## src/irq_bank_defs.svh

```systemverilog
`ifndef IRQ_BANK_DEFS_SVH
`define IRQ_BANK_DEFS_SVH

// register byte offsets
`define OFS_CONTROL 12'h054
`define OFS_STATUS 12'h058
`define OFS_ENABLE 12'h05C

// status and enable bit positions (shared layout)
`define BIT_SOFT 31
`define BIT_READY 30
`define BIT_PHY_SECOND 27
`define BIT_PHY_FIRST 26
`define BIT_TIMER 19
`define BIT_WAKE 17
`define BIT_FIELDBUS 0

// control register bit positions
`define BIT_OUT_EN 8
`define BIT_MASTER 12

// masks and reset values
`define MASK_DEFINED 32'hCC0A0001
`define MASK_W1C 32'hC00A0000
`define RST_STATUS 32'h00000000
`define RST_ENABLE 32'h00000000
`define RST_OUT_EN 1'h0
`define RST_RDATA 32'h00000000

`endif

```

## src/irq_bank_pkg.sv

```systemverilog
package irq_bank_pkg;

    // one-hot register select produced by the address decoder
    typedef enum logic [3:0] {
        SEL_NONE = 4'h1,
        SEL_CONTROL = 4'h2,
        SEL_STATUS = 4'h4,
        SEL_ENABLE = 4'h8
    } reg_sel_e;

    // event and level inputs from the surrounding device
    typedef struct packed {
        logic deviceReady;
        logic secondPhyEvent;
        logic firstPhyEvent;
        logic timerWrap;
        logic wakeEvent;
        logic wakePending;
        logic fieldbusEvent;
    } irq_sources_s;

    // complete state of the bank
    typedef struct packed {
        logic [31:0] status;
        logic [31:0] enable;
        logic outEn;
        logic irqPin;
        logic readyPrev;
        logic pready;
        logic pslverr;
        logic [31:0] prdata;
    } bank_state_s;

endpackage

```

## src/interrupt_status_enable_bank.sv

```systemverilog
// The APB slave port was left to the implementer.
`timescale 1ns/1ps
`include "irq_bank_defs.svh"

module interrupt_status_enable_bank
    import irq_bank_pkg::*;
#(
    parameter int AW = 12
)
(
    input wire logic clock,
    input wire logic resetn,
    input wire logic psel,
    input wire logic penable,
    input wire logic pwrite,
    input wire logic [AW-1:0] paddr,
    input wire logic [31:0] pwdata,
    input wire logic [3:0] pstrb,
    output logic [31:0] prdata,
    output logic pready,
    output logic pslverr,
    input wire irq_sources_s sources,
    output logic irq
);

    bank_state_s state_ff;
    bank_state_s nxt_state;

    logic access;
    logic wrTake;
    logic rdPhase;
    logic masterInt;
    reg_sel_e wrSel;
    reg_sel_e rdSel;

    function automatic reg_sel_e decodeReg(input logic [AW-1:0] addr);
        reg_sel_e sel;
        sel = SEL_NONE;
        if (addr == AW'(`OFS_STATUS))
        begin
            sel = SEL_STATUS;
        end
        else if (addr == AW'(`OFS_ENABLE))
        begin
            sel = SEL_ENABLE;
        end
        else if (addr == AW'(`OFS_CONTROL))
        begin
            sel = SEL_CONTROL;
        end
        return sel;
    endfunction

    // a byte lane masked out by pstrb leaves those bits untouched
    function automatic logic [31:0] laneMask(input logic [3:0] strb);
        logic [31:0] m;
        m = '0;
        for (int i = 0; i < 4; i++)
        begin
            m[i*8 +: 8] = {8{strb[i]}};
        end
        return m;
    endfunction

    assign access = psel & penable;
    assign wrTake = access & state_ff.pready & pwrite;
    assign rdPhase = access & ~state_ff.pready;
    assign wrSel = decodeReg(paddr);
    assign rdSel = wrSel;
    // internal request line, independent of the output enable
    assign masterInt = |(state_ff.status & state_ff.enable);

    always_comb
    begin
        logic [31:0] setV;
        logic [31:0] clrV;
        logic [31:0] wmask;
        logic [31:0] newEnable;
        setV = '0;
        clrV = '0;
        wmask = pwdata & laneMask(pstrb);
        newEnable = state_ff.enable;
        nxt_state = state_ff;

        // one wait state: pready rises in the second access cycle
        nxt_state.pready = rdPhase;
        nxt_state.readyPrev = sources.deviceReady;

        if (rdPhase)
        begin
            nxt_state.pslverr = (wrSel == SEL_NONE);
            nxt_state.prdata = `RST_RDATA;
            if (!pwrite)
            begin
                unique case (rdSel)
                    SEL_STATUS:
                    begin
                        nxt_state.prdata = state_ff.status
                            & `MASK_DEFINED;
                    end
                    SEL_ENABLE:
                    begin
                        nxt_state.prdata = state_ff.enable
                            & `MASK_DEFINED;
                    end
                    SEL_CONTROL:
                    begin
                        nxt_state.prdata[`BIT_OUT_EN] = state_ff.outEn;
                        nxt_state.prdata[`BIT_MASTER] = masterInt;
                    end
                    SEL_NONE:
                    begin
                        nxt_state.prdata = `RST_RDATA;
                    end
                endcase
            end
        end
        else
        begin
            nxt_state.pslverr = 1'b0;
        end

        if (wrTake && wrSel == SEL_ENABLE)
        begin
            // only defined bits are writable; reserved stay zero
            newEnable = (state_ff.enable & ~laneMask(pstrb))
                | (wmask & `MASK_DEFINED);
        end
        nxt_state.enable = newEnable;

        if (wrTake && wrSel == SEL_CONTROL && pstrb[1])
        begin
            nxt_state.outEn = pwdata[`BIT_OUT_EN];
        end

        // software interrupt fires on the enable bit going high
        setV[`BIT_SOFT] = newEnable[`BIT_SOFT]
            & ~state_ff.enable[`BIT_SOFT];
        setV[`BIT_READY] = sources.deviceReady
            & ~state_ff.readyPrev;
        setV[`BIT_TIMER] = sources.timerWrap;
        setV[`BIT_WAKE] = sources.wakeEvent;

        if (wrTake && wrSel == SEL_STATUS)
        begin
            // ones clear, zeros and read-only bits are ignored
            clrV = wmask & `MASK_W1C;
            if (sources.wakePending)
            begin
                // wake flag survives until its causes are cleared
                clrV[`BIT_WAKE] = 1'b0;
            end
        end

        // set is applied after clear, so a same-cycle event wins
        nxt_state.status = (state_ff.status & ~clrV) | setV;
        nxt_state.status[`BIT_PHY_SECOND] = sources.secondPhyEvent;
        nxt_state.status[`BIT_PHY_FIRST] = sources.firstPhyEvent;
        nxt_state.status[`BIT_FIELDBUS] = sources.fieldbusEvent;
        nxt_state.status = nxt_state.status & `MASK_DEFINED;

        // no de-assertion interval here, so the wake bit goes straight out
        nxt_state.irqPin = nxt_state.outEn
            & |(nxt_state.status & nxt_state.enable);
    end

    always_ff @(posedge clock or negedge resetn)
    begin
        if (!resetn)
        begin
            state_ff.status <= `RST_STATUS;
            state_ff.enable <= `RST_ENABLE;
            state_ff.outEn <= `RST_OUT_EN;
            state_ff.irqPin <= 1'b0;
            state_ff.readyPrev <= 1'b0;
            state_ff.pready <= 1'b0;
            state_ff.pslverr <= 1'b0;
            state_ff.prdata <= `RST_RDATA;
        end
        else
        begin
            state_ff <= nxt_state;
        end
    end

    assign prdata = state_ff.prdata;
    assign pready = state_ff.pready;
    assign pslverr = state_ff.pslverr;
    assign irq = state_ff.irqPin;

    logic statusWrite;
    logic enableWrite;
    assign statusWrite = wrTake && wrSel == SEL_STATUS;
    assign enableWrite = wrTake && wrSel == SEL_ENABLE;
endmodule

```

## config.mk

```make
export PLATFORM = sky130hd
export DESIGN_NAME = interrupt_status_enable_bank
export DESIGN_NICKNAME = d
export VERILOG_FILES = /design/src/irq_bank_pkg.sv /design/src/interrupt_status_enable_bank.sv
export VERILOG_INCLUDE_DIRS = /design/src
export SDC_FILE = /design/constraint.sdc
export NUM_CORES = 1
export LEC_CHECK = 0
export CAP_MARGIN = 5
export CORE_ASPECT_RATIO = 0.8
export CORE_MARGIN = 4
export CORE_UTILIZATION = 56
export DETAILED_ROUTE_END_ITERATION = 7
export DONT_BUFFER_PORTS = 1
export PLACE_DENSITY = 0.74
export SKIP_LAST_GASP = 1
export SYNTH_ARGS = -nofsm -noshare
export SYNTH_HDL_FRONTEND = slang
export SYNTH_SLANG_ARGS = --single-unit
```

## constraint.sdc

```tcl
create_clock -name clock -period 1.7 [get_ports clock]
set_input_delay 0.17 -clock clock [delete_from_list [all_inputs] [get_ports clock]]
set_output_delay 0.17 -clock clock [all_outputs]
set_load 0.01 [all_outputs]
```

==> summary.txt <==
Outcome
  – Outcome: complete, but fails checks
  – Failing checks: setup timing

Min path
  – Hold Crit Class: primary input to flip-flop
  – Hold Path Cell Cnt: 3
  – Hold_sp: penable
  – Sink of the worst hold path: pready

Pwr
  – Power Total: approximately 0.0012 W
  – Internal power component: 0.000966 W
  – Leakage: approximately 0.84 nW
  – Comb power frac: under 10%
  – Sequential share of power: approximately 55%
  – P_sw: 0.000259 W
  – Clock power share: between 30% and 40%
  – Power Density: 704 nW/um^2
  – Switching share of power: a little over a fifth
  – Peak supply drop: between 0.5 and 0.6 mV

Setup path
  – Crit-path leading delay family: simple AND/OR/NAND/NOR gates
  – Setup slack, reg-to-reg: -0.1 ns
  – Critical Path RT: roughly 1.9 ns
  – R2R cell count: 6
  – Bufs and invs on worst path: 0
  – Most used cell, CP: and4_4
  – R2r endpoint: irq
  – CP startpoint kind: flip-flop
  – Cell Chain, Critical Path: and4_4 > and4_4 > nand2_4 > mux2_4 > a221oi_2 > a31oi_1
  – CP endpoint kind: flip-flop
  – R2r startpoint: pready
  – Largest fanout on the critical path: 5
  – WP data arrival: slightly above 2 ns
  – CP max-delay cell: dfrtp_1
  – Crit Path Class: flip-flop to flip-flop
  – CP max stage delay: 0.40 ns

Final layout
  – P&R area growth vs syn: 11.1%
  – Diodes inserted: 0
  – Share of cells above drive strength 1: 17.5%
  – FF/Latch Area: 701 um^2
  – Area of the multi-input gates: roughly 700 um^2
  – Fill count: between 200 and 250
  – Final Net Count: 227

Clock tree
  – Reg clk slew, reported paths: 0.16 ns
  – CTS tree: done
  – Num CTS Buffers: 3
  – Bufs on Longest Clock Path: 2
  – H-tree levels: 1
  – Sink Count: 28
  – CTS root buf: clkbuf_4
  – Clk_lat worst skew: about 0.33 ns

STA
  – Worst setup slack after layout: -0.0996 ns
  – WHS: about 0.024 ns
  – Final setup fails: 1
  – Fin. max-slew vios: 0
  – Clk_skew: 0.0152 ns
  – Final Critical Period: 1.80 ns
  – RSZ-0062 raised after global routing: true
  – Hold Fails Final Rpt: 0
  – Fmax: 556 MHz
  – Setup_tns: -0.0996 ns
  – Final Cycle Share: 106%

Die
  – FP Rows: 16
  – Ports: 95
  – Initial Util: between 60% and 70%
  – Die Area: ~3700 um^2
  – Die Width: 67.1 um
  – Core area: roughly 2600 um^2
  – Chip height: between 50 and 60 um

Yosys
  – Mapped Cells: 150
  – Number of library cell types mapped by synthesis: 31
  – Top cell type's share of synthesized area: ~45%
  – Syn Area/Cell: between 10 and 15 um^2
  – Synth area leader: dfrtp_1
  – Mapped cell area: roughly 1600 um^2
  – Post-synth EDFFs: 0
  – Sequential share of the synthesized area: roughly 45%
  – Top post-synthesis cells by area: dfrtp_1 (45%), buf_4 (15%), mux2i_1 (5.1%)
  – Top-count cell post-synth: buf_4
  – Yosys warns: 0
  – Yosys reg bits: 28
  – Top cells by count, synth: buf_4 (32), dfrtp_1 (28), nand2_1 (17)
  – Asr flop ratio synth: 100%
  – Synth Flop Type: dfrtp_1

Routing
  – Vias: between 1000 and 1500
  – Total length of routed wires: ~3300 um
  – Remaining antenna violation count: 0
  – DRT Pass-1 Iters: 5
  – Starting DRT DRC Count: 64
  – Drt wl/cell: between 15 and 20 um
  – DRC: 0
  – Via-per-instance ratio: about 5.3

GRT
  – Vias in the first global route: 1077
  – GRT Util Overall: 18.5%
  – Largest net degree at the start of global routing: 29
  – Global-route wire length before repair: roughly 5200 um
  – Initial antenna violation count: 0
  – Grt ovf: 0

Run
  – Max Cap Viol: 0

Placed design
  – Gpl congestion: around 0.76
  – Dpl hpwl: ~2500 um
  – Port Buffers: 0
[cell type report]
type,instances,area share [%]
clock buffer,3,1.29
tap,36,2.59
multi-input combinational,107,40.0
sequential,28,40.3
timing repair buffer,24,13.5
inverter,3,0.647
clock inverter,1,1.73
[sequential cells by signal, summed over array words and instances (netlist names)]
register,cells
irq,1
prdata,9
pready,1
pslverr,1
state_ff,16
[how the worst max path moves through the flow]
| stage | startpoint | to | slack, ns | cells after the start |
|---|---|---|---|---|
| 6_report | pready | irq | -0.1 | 6 |
| 5_1_grt | pready | irq | -0.16 | 6 |
| 4_1_cts | pready | irq | -0.09 | 6 |
| 3_5_place_dp | pready | irq | -0.04 | 6 |
| 3_3_place_gp | pready | irq | -0.02 | 6 |
| 2_1_floorplan | pready | irq | 0.002 | 6 |
[cells by family after synthesis]
logic type / after synthesis / synth area share [%]
DFF: 28 / 44.7
muxes: 15 / 10.6
buffers and inverters: 37 / 16.6
AOI/OAI and AO/OA: 22 / 9.35
and+or+nand+nor: 47 / 18.5
other: 1 / 0.239
[routing by layer]
| layer | GRT usage (%) | part of all wire [%] | vias up |
|---|---|---|---|
| li1 | - | - | 506 |
| met1 | 22.8 | 40 | 501 |
| met2 | 31.5 | 50 | 57 |
| met3 | 5.48 | 8.6 | 6 |
| met4 | 3.76 | 1.2 | 0 |
| met5 | 0 | 0 | - |
[power groups by stage]
stage	Combinational, W	Clock (W)	Sequential (W)
after floorplan	0.0000933	0	0.000690
after CTS	0.000105	0.000444	0.000678
after global placement	0.0000580	0	0.000690
final	0.000113	0.000435	0.000678
after global routing	0.000125	0.000477	0.000679
after detailed placement	0.0000591	0	0.000691
[stage by stage]
stage	setup slack (ns)	cell area, um^2	cells	util [%]
detailed placement	-0.0412	1490	179	58.0
global route	-0.161	1740	202	67.9
floorplan	0.00155	1650	172	-
finish	-0.0996	1740	202	67.9
global placement	-0.0244	1490	179	58.0
CTS	-0.0857	1710	199	66.7
[timing repair]
action | in CTS | in global routing
endpoints found under the hold margin | 41 | 2
endpoints found under the setup margin | 1 | 1
pin swaps | 0 | 1
hold buffers | 16 | 2
gates resized for setup | 0 | 3
setup buffers | 0 | 1
[cell usage in the layout, fill, tap and decap left out]
cell and n:
or2_2 1, mux2_2 5, nor4b_4 2, mux2i_1 8, nand2_4 1, o21ai_1 2
nand4_1 4, and4bb_2 1, and4_4 2, nor2b_1 1, nand2_1 17, buf_12 1
dfrtp_1 28, a21o_1 1, a22oi_1 2, clkbuf_4 3, nand3_1 6, mux2_4 2
bufinv_16 1, and3_1 2, a22oi_2 1, and3_2 1, a222oi_1 1, or3_1 2
nor4b_1 1, conb_1 23, nor2_1 5, o21ai_0 12, nand2b_1 1, a31oi_1 1
buf_4 6, a221oi_2 2, inv_1 3, dlygate4sd3_1 17
[worst reg2reg max path: cells and delay by family, from the launching register on]
| kind | cells | cell delay, ns |
|---|---|---|
| mux | 1 | 0.31 |
| compound gates | 2 | 0.36 |
| flops | 1 | 0.40 |
| simple gates | 3 | 0.61 |
(Power assumes the default switching activity.)
